===== config.mk =====
export PLATFORM = sky130hd
export DESIGN_NAME = cpc_converter
export DESIGN_NICKNAME = d
export VERILOG_FILES = /design/src/design/cpc_pkg.sv /design/src/design/cpc_converter.sv
export SDC_FILE = /design/constraint.sdc
export NUM_CORES = 1
export LEC_CHECK = 0
export BUFFER_PORTS_ARGS = -buffer_cell sky130_fd_sc_hd__buf_2
export CAP_MARGIN = 0
export CORE_MARGIN = 5
export CORE_UTILIZATION = 51
export DETAILED_ROUTE_END_ITERATION = 12
export PLACE_DENSITY = 0.7
export SETUP_SLACK_MARGIN = 0.02
export SYNTH_ARGS = -nofsm -noshare
export SYNTH_HDL_FRONTEND = slang
export SYNTH_SLANG_ARGS = --single-unit

===== constraint.sdc =====
create_clock -name clock -period 17.5 [get_ports clock]
set_clock_uncertainty 0.2 [all_clocks]
set_input_delay 0.875 -clock clock [delete_from_list [all_inputs] [get_ports clock]]
set_output_delay 0.875 -clock clock [all_outputs]
set_load 0.02 [all_outputs]

===== src/design/cpc_pkg.sv =====
package cpc_pkg;

    // ==========================================================
    // Widths
    localparam int LEG_W   = 18;           // Legacy I/Q sample width
    localparam int FIR_W   = 26;           // Direct FIR sample width
    localparam int DP_W    = 30;           // Internal datapath width with guard bits
    localparam int PH_W    = 18;           // Full phase width
    localparam int PHO_W   = 16;           // Formatter phase width
    localparam int MAG_W   = 16;           // Magnitude width
    localparam int ITER_N  = 17;           // Iterations for full precision
    localparam int CNT_W   = 5;            // Iteration counter width
    localparam int PACC_W  = 24;           // Internal phase accumulator width

    // ==========================================================
    // Field positions and constants
    localparam int MAG_MSB      = 15;                  // Always reads zero
    localparam int LEG_SHIFT    = FIR_W - LEG_W;       // Align legacy samples to FIR scale
    localparam int MAG_LSB_POS  = 12;                  // Datapath bit taken as magnitude LSB
    localparam logic [CNT_W-1:0] ITER_LAST = 5'h10;    // Index of the last iteration
    localparam logic [PACC_W-1:0] PH_HALF  = 24'h800000; // 180 degrees

    // ==========================================================
    // Carriers
    typedef struct packed {
        logic [LEG_W-1:0] i;
        logic [LEG_W-1:0] q;
    } cpc_leg_type;

    typedef struct packed {
        logic [FIR_W-1:0] i;
        logic [FIR_W-1:0] q;
    } cpc_fir_type;

    typedef struct packed {
        logic [MAG_W-1:0] mag;
        logic [PHO_W-1:0] phase;
        logic [PH_W-1:0]  phaseFull;
    } cpc_res_type;

    typedef enum logic [1:0] {
        CPC_IDLE = 2'b01,
        CPC_RUN  = 2'b10
    } cpc_state_type;

    // Arctangent of 2^-k as a fraction of a full turn, 24 bits
    function automatic logic [PACC_W-1:0] cpc_atan(input logic [CNT_W-1:0] k);
        logic [PACC_W-1:0] v;
        v = 24'h000000;
        unique case (k)
            5'h00: v = 24'h200000;
            5'h01: v = 24'h12E405;
            5'h02: v = 24'h09FB38;
            5'h03: v = 24'h051112;
            5'h04: v = 24'h028B0D;
            5'h05: v = 24'h0145D8;
            5'h06: v = 24'h00A2F6;
            5'h07: v = 24'h00517C;
            5'h08: v = 24'h0028BE;
            5'h09: v = 24'h00145F;
            5'h0A: v = 24'h000A30;
            5'h0B: v = 24'h000518;
            5'h0C: v = 24'h00028C;
            5'h0D: v = 24'h000146;
            5'h0E: v = 24'h0000A3;
            5'h0F: v = 24'h000051;
            5'h10: v = 24'h000029;
            default: v = 24'h000000;
        endcase
        return v;
    endfunction

endpackage


===== src/design/cpc_converter.sv =====
`timescale 1ns/10ps
// Function
// - Accept 18-bit legacy I and Q samples
// - Truncated 18-bit phase, 16 MSBs to formatter
// - Phase gain one over two pi
// - Phase MSB weighs 180 degrees, halving
// - Unsigned magnitude, bit 13 weight one
// - Magnitude MSB always reads zero
// - Seventeen iterations then latch results
// - Early sample latches partial result, restarts
// - Accuracy improves with each iteration
// - Optional direct 26-bit FIR input routing
// - Direct routing bypasses gain stage entirely
// - Route bit selects FIR or legacy source
// - Q-zero bit forces Q input to zero
// - Capture strobe chosen by resampler bypass
// - Discriminator still gets 18 phase MSBs
module cpc_converter
    import cpc_pkg::*;
(
    input  wire logic              clock,
    input  wire logic              rstn,
    input  wire logic              clockEnable,
    input  wire cpc_leg_type       legacySample,     // Gain-scaled or resampled I/Q
    input  wire cpc_fir_type       firSample,        // Full-width FIR I/Q
    input  wire logic              gainReady,        // Gain stage data-ready strobe
    input  wire logic              resamplerReady,   // Resampler data-ready strobe
    input  wire logic              resamplerBypass,  // High when the resampler is bypassed
    input  wire logic              firRouteSel,      // One selects direct FIR routing
    input  wire logic              qZero,            // One zeroes the Q input
    output cpc_res_type            result,           // Latched magnitude and phase
    output logic                   resultReady       // Strobe for one enabled cycle on each latch
);

    // ==========================================================
    // Input selection
    logic                 sampleStrobe;   // Capture strobe
    logic [FIR_W-1:0]     srcI;           // Selected I at FIR scale
    logic [FIR_W-1:0]     srcQ;           // Selected Q at FIR scale
    logic [FIR_W-1:0]     legI;           // Legacy I, left-aligned
    logic [FIR_W-1:0]     legQ;           // Legacy Q, left-aligned

    // Strobe follows the gain stage only when the resampler is out of the path
    assign sampleStrobe = resamplerBypass ? gainReady : resamplerReady;
    // Legacy samples are scaled up so both sources share one output scale
    assign legI = {legacySample.i, {LEG_SHIFT{1'b0}}};
    assign legQ = {legacySample.q, {LEG_SHIFT{1'b0}}};
    // Direct FIR routing never passes through gain scaling
    assign srcI = firRouteSel ? firSample.i : legI;
    // Zeroing sits after the route mux, so it works on both sources
    assign srcQ = qZero ? {FIR_W{1'b0}} : (firRouteSel ? firSample.q : legQ);

    // ==========================================================
    // Pre-rotation into the right half-plane
    logic signed [DP_W-1:0] extI;     // Sign-extended I
    logic signed [DP_W-1:0] extQ;     // Sign-extended Q
    logic signed [DP_W-1:0] startX;   // Starting x after fold
    logic signed [DP_W-1:0] startY;   // Starting y after fold
    logic [PACC_W-1:0]      startZ;   // Starting angle after fold

    assign extI = DP_W'(signed'(srcI));
    assign extQ = DP_W'(signed'(srcQ));
    // Folding a left-half vector by 180 degrees keeps the iterations convergent
    assign startX = extI[DP_W-1] ? -extI : extI;
    assign startY = extI[DP_W-1] ? -extQ : extQ;
    assign startZ = extI[DP_W-1] ? PH_HALF : {PACC_W{1'b0}};

    // ==========================================================
    // Iteration state
    cpc_state_type          state_reg;
    cpc_state_type          state_next;
    logic signed [DP_W-1:0] x_reg;        // Vector x
    logic signed [DP_W-1:0] y_reg;        // Vector y
    logic [PACC_W-1:0]      z_reg;        // Accumulated angle, one turn is 2^24
    logic [CNT_W-1:0]       iter_reg;     // Current iteration index
    logic signed [DP_W-1:0] x_next;
    logic signed [DP_W-1:0] y_next;
    logic [PACC_W-1:0]      z_next;
    logic                   lastIter;     // Final micro-rotation this cycle
    logic                   latchNow;     // Results latched this cycle

    logic signed [DP_W-1:0] xShift;       // x scaled by 2^-k
    logic signed [DP_W-1:0] yShift;       // y scaled by 2^-k

    assign xShift = x_reg >>> iter_reg;
    assign yShift = y_reg >>> iter_reg;
    // Rotate toward the x axis; sign of y picks the direction
    assign x_next = y_reg[DP_W-1] ? x_reg - yShift : x_reg + yShift;
    assign y_next = y_reg[DP_W-1] ? y_reg + xShift : y_reg - xShift;
    assign z_next = y_reg[DP_W-1] ? z_reg - cpc_atan(iter_reg) : z_reg + cpc_atan(iter_reg);

    assign lastIter = (state_reg == CPC_RUN) && (iter_reg == ITER_LAST);
    // A new sample mid-run cuts the computation short and keeps what exists
    assign latchNow = lastIter || ((state_reg == CPC_RUN) && sampleStrobe);

    // Next state: a strobe always starts a new run
    always_comb begin
        state_next = state_reg;
        unique case (state_reg)
            CPC_IDLE: begin
                if (sampleStrobe) begin
                    state_next = CPC_RUN;
                end
            end
            CPC_RUN: begin
                if (sampleStrobe) begin
                    state_next = CPC_RUN;
                end else if (lastIter) begin
                    state_next = CPC_IDLE;
                end
            end
            default: state_next = CPC_IDLE;
        endcase
    end

    // ==========================================================
    // Result formatting
    logic signed [DP_W-1:0] curX;     // Magnitude source at latch time
    logic [PACC_W-1:0]      curZ;     // Phase source at latch time
    logic [MAG_W-1:0]       magWord;  // Formatted magnitude
    logic [PH_W-1:0]        phFull;   // Truncated 18-bit phase

    // On the last iteration the just-computed step is included
    assign curX = lastIter ? x_next : x_reg;
    assign curZ = lastIter ? z_next : z_reg;
    // Gain 1.64676 is inherent to the rotations and is not removed
    assign magWord = {1'b0, curX[MAG_LSB_POS+MAG_W-2:MAG_LSB_POS]};
    // Truncation, not rounding: keeps wrap at 360 degrees exact
    assign phFull = curZ[PACC_W-1:PACC_W-PH_W];

    // ==========================================================
    // State registers
    always_ff @(posedge clock) begin
        if (!rstn) begin
            state_reg <= CPC_IDLE;
            x_reg     <= '0;
            y_reg     <= '0;
            z_reg     <= '0;
            iter_reg  <= '0;
        end else if (clockEnable) begin
            state_reg <= state_next;
            if (sampleStrobe) begin
                x_reg    <= startX;
                y_reg    <= startY;
                z_reg    <= startZ;
                iter_reg <= '0;
            end else if (state_reg == CPC_RUN) begin
                x_reg    <= x_next;
                y_reg    <= y_next;
                z_reg    <= z_next;
                iter_reg <= iter_reg + 5'h01;
            end
        end
    end

    // Holding register for discriminator and formatter
    always_ff @(posedge clock) begin
        if (!rstn) begin
            result      <= '0;
            resultReady <= 1'b0;
        end else if (clockEnable) begin
            resultReady <= latchNow;
            if (latchNow) begin
                result.mag       <= magWord;
                result.phase     <= phFull[PH_W-1:PH_W-PHO_W];
                result.phaseFull <= phFull;
            end
        end
    end

    // ==========================================================
    // Checks
    logic [CNT_W-1:0] runLen_reg;     // Cycles since last strobe, helper only

    always_ff @(posedge clock) begin
        if (!rstn) begin
            runLen_reg <= '0;
        end else if (clockEnable) begin
            runLen_reg <= sampleStrobe ? 5'h00 : (runLen_reg + 5'h01);
        end
    end
endmodule


== Word level (Yosys, flattened, before mapping) ==
Memory sizes are Yosys's and may differ from the RTL's. A register that Yosys moved wholly into a read port is not among the register bits.
Cells that the tools add are included.
Storage, ports and cells
  register bits after elaboration: 141
  bits in read-only memories: 1408
  input bits: 96
  output and inout port bits: 51
  logic and storage cells: 62
  memories kept: 2
Operators by class
  add/subtract/negate cells: 9
  equality and inequality tests: 5
  shift operators: 2
  muxes and demuxes: 28
  reductions and logical operators: 7
Memory list
  (name not given): words 32, bits a word 22, rd ports 1, clocked after Yosys merged registers in 1, wr ports 0, RTL line cpc_pkg.sv:50  | unique case (k)
  (name not given): words 32, bits a word 22, rd ports 1, clocked after Yosys merged registers in 1, wr ports 0, RTL line cpc_pkg.sv:50
Operators with widths (number)
  2-to-1 mux 30 bit: 8
  2-to-1 mux 24 bit: 5
  2-to-1 mux 26 bit: 3
  adder 30 bit: 2
  negation 26 -> 30 bit: 2
  >>> shifter 30 x 5 -> 30 bit: 2
  subtractor 30 bit: 2
  2-to-1 mux 5 bit: 6
  2-to-1 mux 27 bit: 1
  adder 24 bit: 1
  subtractor 24 bit: 1
  2-to-1 mux 2 bit: 3
  adder 5 x 1 -> 5 bit, second input constant: 1
  == test 5 bit, second input constant: 1
  case mux 2 bit (2 select lines): 1
  AND reduction 2 bit: 2
  inequality test 3 bit, second input constant: 1
  AND reduction 3 bit: 1
  == test 2 x 1 -> 1 bit, second input constant: 1
  == test 2 bit, second input constant: 1
  logical AND 1 bit: 2
  inequality test 2 bit, second input constant: 1
  nonzero test 2 bit: 1
  logical OR 1 bit: 1
  2-to-1 mux 1 bit: 1

== Depth between registers and ports, before layout ==
  depth in word-level cells: 5
  depth in mapped cells: 31
  depth with buffers taken out: 26

== Least setup slack after synthesis ==
Ideal clock, no wire load.
  path kind: reg-to-reg
  start point: register iter_reg[4]
  end point: register x_reg[29]
  setup time: 0.122 ns
  data arrival time: 5.957 ns
  data required time: 17.178 ns
  path slack: 11.220 ns
  stages on the path, launching flop included: 31
  buffers on the path: 8
  period minus slack after synthesis: 6.280 ns
  cells stage by stage: dfxtp_1 clkbuf_1 buf_1 buf_2 buf_2 clkbuf_1 clkbuf_1 clkbuf_1 nand2_1 nand2_1 ha_1 inv_1 a2111oi_2 o211a_1 nand4b_1 or2_1 buf_2 nor3_2 nand2_1 a22oi_1 ha_1 a21o_1 a21oi_1 nor2b_1 a211o_1 a21bo_2 a41oi_1 a21oi_1 xor2_1 nor3_2 nand3b_1
Between the ends
  cells in the longest elaborated chain, start to end: 5
  elaborated cells between the ends (all ways): 6
  classes of those cells: add/sub (2); shift (1); mux (3)
Ends and longest elaborated chain
  from (decl): RTL line cpc_converter.sv:75  | logic [CNT_W-1:0] iter_reg;
  from (signal assigned): RTL line cpc_converter.sv:151  | iter_reg <= iter_reg + 5'h01;
  >>> shifter 30 x 5 -> 30 bit (*): RTL line cpc_converter.sv:86  | assign yShift = y_reg >>> iter_reg;
  adder 30 bit or subtractor 30 bit (tied branches): RTL line cpc_converter.sv:88  | assign x_next = y_reg[DP_W-1] ? x_reg - yShift : x_reg + yShift;
  2-to-1 mux 30 bit (*): RTL line cpc_converter.sv:88
  2-to-1 mux 30 bit (*): RTL line cpc_converter.sv:147  | end else if (state_reg == CPC_RUN) begin
  2-to-1 mux 30 bit (*): RTL line cpc_converter.sv:142  | if (sampleStrobe) begin
  to (signal assigned): RTL line cpc_converter.sv:143  | x_reg <= startX;
  to (signal assigned): RTL line cpc_converter.sv:148  | x_reg <= x_next;
  to (decl): RTL line cpc_converter.sv:72  | logic signed [DP_W-1:0] x_reg;
Every way passes the cells marked *; elsewhere a longest branch is shown, timed or not. The select of a mux whose other input is x is not followed.
A chain may end at the register's enable or synchronous reset.

== Worst setup path after layout ==
  start point: register iter_reg[1]
  end point: register y_reg[28]
Between the ends
  cells in the longest elaborated chain, start to end: 5
  elaborated cells between the ends (all ways): 6
  classes of those cells: add/sub (2); shift (1); mux (3)
Ends and longest elaborated chain
  >>> shifter 30 x 5 -> 30 bit (*): RTL line cpc_converter.sv:85  | assign xShift = x_reg >>> iter_reg;
  subtractor 30 bit or adder 30 bit (tied branches): RTL line cpc_converter.sv:89  | assign y_next = y_reg[DP_W-1] ? y_reg + xShift : y_reg - xShift;
  2-to-1 mux 30 bit (*): RTL line cpc_converter.sv:89
  2-to-1 mux 30 bit (*): RTL line cpc_converter.sv:147
  2-to-1 mux 30 bit (*): RTL line cpc_converter.sv:142
  to (signal assigned): RTL line cpc_converter.sv:144  | y_reg <= startY;
  to (signal assigned): RTL line cpc_converter.sv:149  | y_reg <= y_next;
  to (decl): RTL line cpc_converter.sv:73  | logic signed [DP_W-1:0] y_reg;
Marks and branches as above.

==> impl_metrics.toml <==
[clocking]
post_cts_buffers = 0
cts.sinks = 147
cts_tree = "done"
clock_path_buffers = 2
clk_root_buffer_cell = "clkbuf_16"
htree_levels = 4
clk_latency_ns = 0.47
clkTransAtPathRegs_ns = 0.08
ctsResizeCount = 0
cts_buffers = 17
holdBufCountCts = 0

[synthesis]
synth_seq_cells = 147
synth_top_area_frac = 0.162
ys_top_cells_by_count = "314 x nor2_1, 225 x nand2_1, 204 x a21oi_1, 147 x dfxtp_1, 132 x o21ai_0"
synthesis.nets = 2588
synthCells = 2387
synth.largest_area_cell = "dfxtp_1"
avgSynthCellArea_um2 = 7.61
ys_seq_area_frac = 0.162
yosysMostFrequentCell = "nor2_1"
syn_area_mm2 = 0.0182
postSynth.asyncResetShare = 0
yosys_warnings = 0
synthFlopType = "dfxtp_1"
synth_edf_count = 0
synthTopCellsByArea = "dfxtp_1 16%, mux4_2 7.9%, ha_1 7.0%"
synth.distinct_cells = 97

[sta]
fin_setup_tns_ns = 0
setup_viol_count_final = 0
slew_viol_final = 0
slew_headroom = 0.312
period_share = 0.423
period_needed_ns = 7.41
hold_violations = 0
grt_setup_unrepaired = "false"
worst_slew_pin_slew_ns = 1.03
max_freq_mhz = 135

[floorplan]
rows = 69
initial_utilization = 0.513
ios = 147
fp.dieW_um = 199
dieArea_mm2 = 0.0395
die_h_um = 199
core_area_mm2 = 0.0354

[global_route]
grt_max_degree = 81
grt-ovfl-total = 0
grt_pass1_vias = 17500
antenna_found_initial = 0
grt_pass1_wl_mm = 103
grt_use_total = 0.334

[run]
cap_viol_max_count = 0

[cells_and_area]
fillers = 3409
nNetsFinal = 2601
multiInputGateArea_mm2 = 0.0142
syn_to_final_growth_pct = 7.00
drive_gt1_frac = 0.145
fin_util = 0.549
num_antenna_cells = 0
seqCellArea_mm2 = 0.00296

[setup_path]
critPathArrivalTime_ns = 7.54
worstPathRequired_ns = 17.63
path_max_fanout = 63
cp-start-kind = "register"
critPathKind = "reg2reg"
crit_path_end_kind = "register"

[routing]
routed_via_density = 6.55
wire_per_inst_um = 23.4
drc = 0
drt_iter0_drc = 1792
dr.pass1.iters = 6
vias = 18800
drt-total-wl_mm = 67.2
ant_nets = 0

[hold_path]
hold_class = "reg2reg"

[pwr]
peakVddDrop_mv = 0.0561
power.total_mw = 1.57
cellPowerDensity_mw_per_mm2 = 80.9
power_leakage_nw = 7.83

[outcome]
status = "completed"

[place]
portBuffers = 145
place_congestion = 1.02
dpl.hpwl_mm = 50.4
[final timing paths]
path	start	to	slack (ns)	depth (start not counted)
setup / recovery	iter_reg[1]	y_reg[28]	10.09	23
hold / removal	z_reg[2]	z_reg[2]	0.27	2
setup reg to reg	iter_reg[1]	y_reg[28]	10.09	23
hold reg to reg	z_reg[2]	z_reg[2]	0.27	2
[where the power goes]
part | total [mW] | switching [mW] | internal (mW)
logic | 0.771 | 0.454 | 0.317
registers | 0.401 | 0.0517 | 0.349
clock network | 0.400 | 0.182 | 0.217
[cell usage in the layout (no fill, tap or decap), drive strengths merged, types with 67 or more instances in the layout]
master	netlist	final
ha	102	102
nor2	314	314
mux2i	105	105
dfxtp	147	147
nor3	67	67
o21ai	139	139
buf	77	172
nand2	226	226
xnor2	113	113
a21oi	204	204
[final cells by class]
cell class,instances,area share
clock inverters,15,0.00966
flip-flops and latches,147,0.152
multi-input cells,2009,0.728
clock buffers,17,0.0219
repair buffers,172,0.0479
inverters,53,0.0102
well taps,461,0.0297
[logic make-up after synthesis]
logic type,synth area share
XOR/XNOR,0.0853
flip-flops,0.162
AO/OA/AOI/OAI,0.256
AND/OR/NAND/NOR,0.203
other,0.000206
multiplexers,0.159
buffers and inverters,0.0612
adder cells (fa/ha/maj),0.0736
[routing by layer]
layer / vias up / global-route usage / share of wire
met4: 0 / 0.132 / 0.041
met5: - / 0 / 0
met3: 146 / 0.0666 / 0.095
met2: 929 / 0.518 / 0.44
met1: 8949 / 0.457 / 0.42
li1: 8815 / - / -
[critical path, stage by stage (launching register included)]
cell       delay, ns
dfxtp_4         0.92
buf_4           0.69
clkinv_1        0.52
mux2i_1         0.25
mux4_2          0.50
mux2i_1         0.33
nor2b_1         0.21
and2_1          0.21
nor3b_1         0.32
and3_1          0.26
and2_1          0.28
a21oi_1         0.12
xor2_1          0.18
ha_1            0.45
nand4_1         0.30
o211ai_1        0.31
nand3_1         0.10
o2111ai_1       0.16
a41oi_1         0.18
o21bai_1        0.23
a21oi_1         0.10
o21bai_1        0.16
xnor2_1         0.15
o22ai_1         0.09
[stage by stage]
step	setup WS (ns)	cells	area, µm²	hold slack (ns)
final	10.09	2874	19400	0.268
after global routing	9.51	2874	19400	0.297
after detailed placement	10.27	2842	18800	0.260
after global placement	10.41	2842	18800	0.253
after CTS	10.23	2874	19400	0.272
after floorplan	11.22	2387	18200	0.236
No activity file was read; power rests on OpenSTA's default activity.
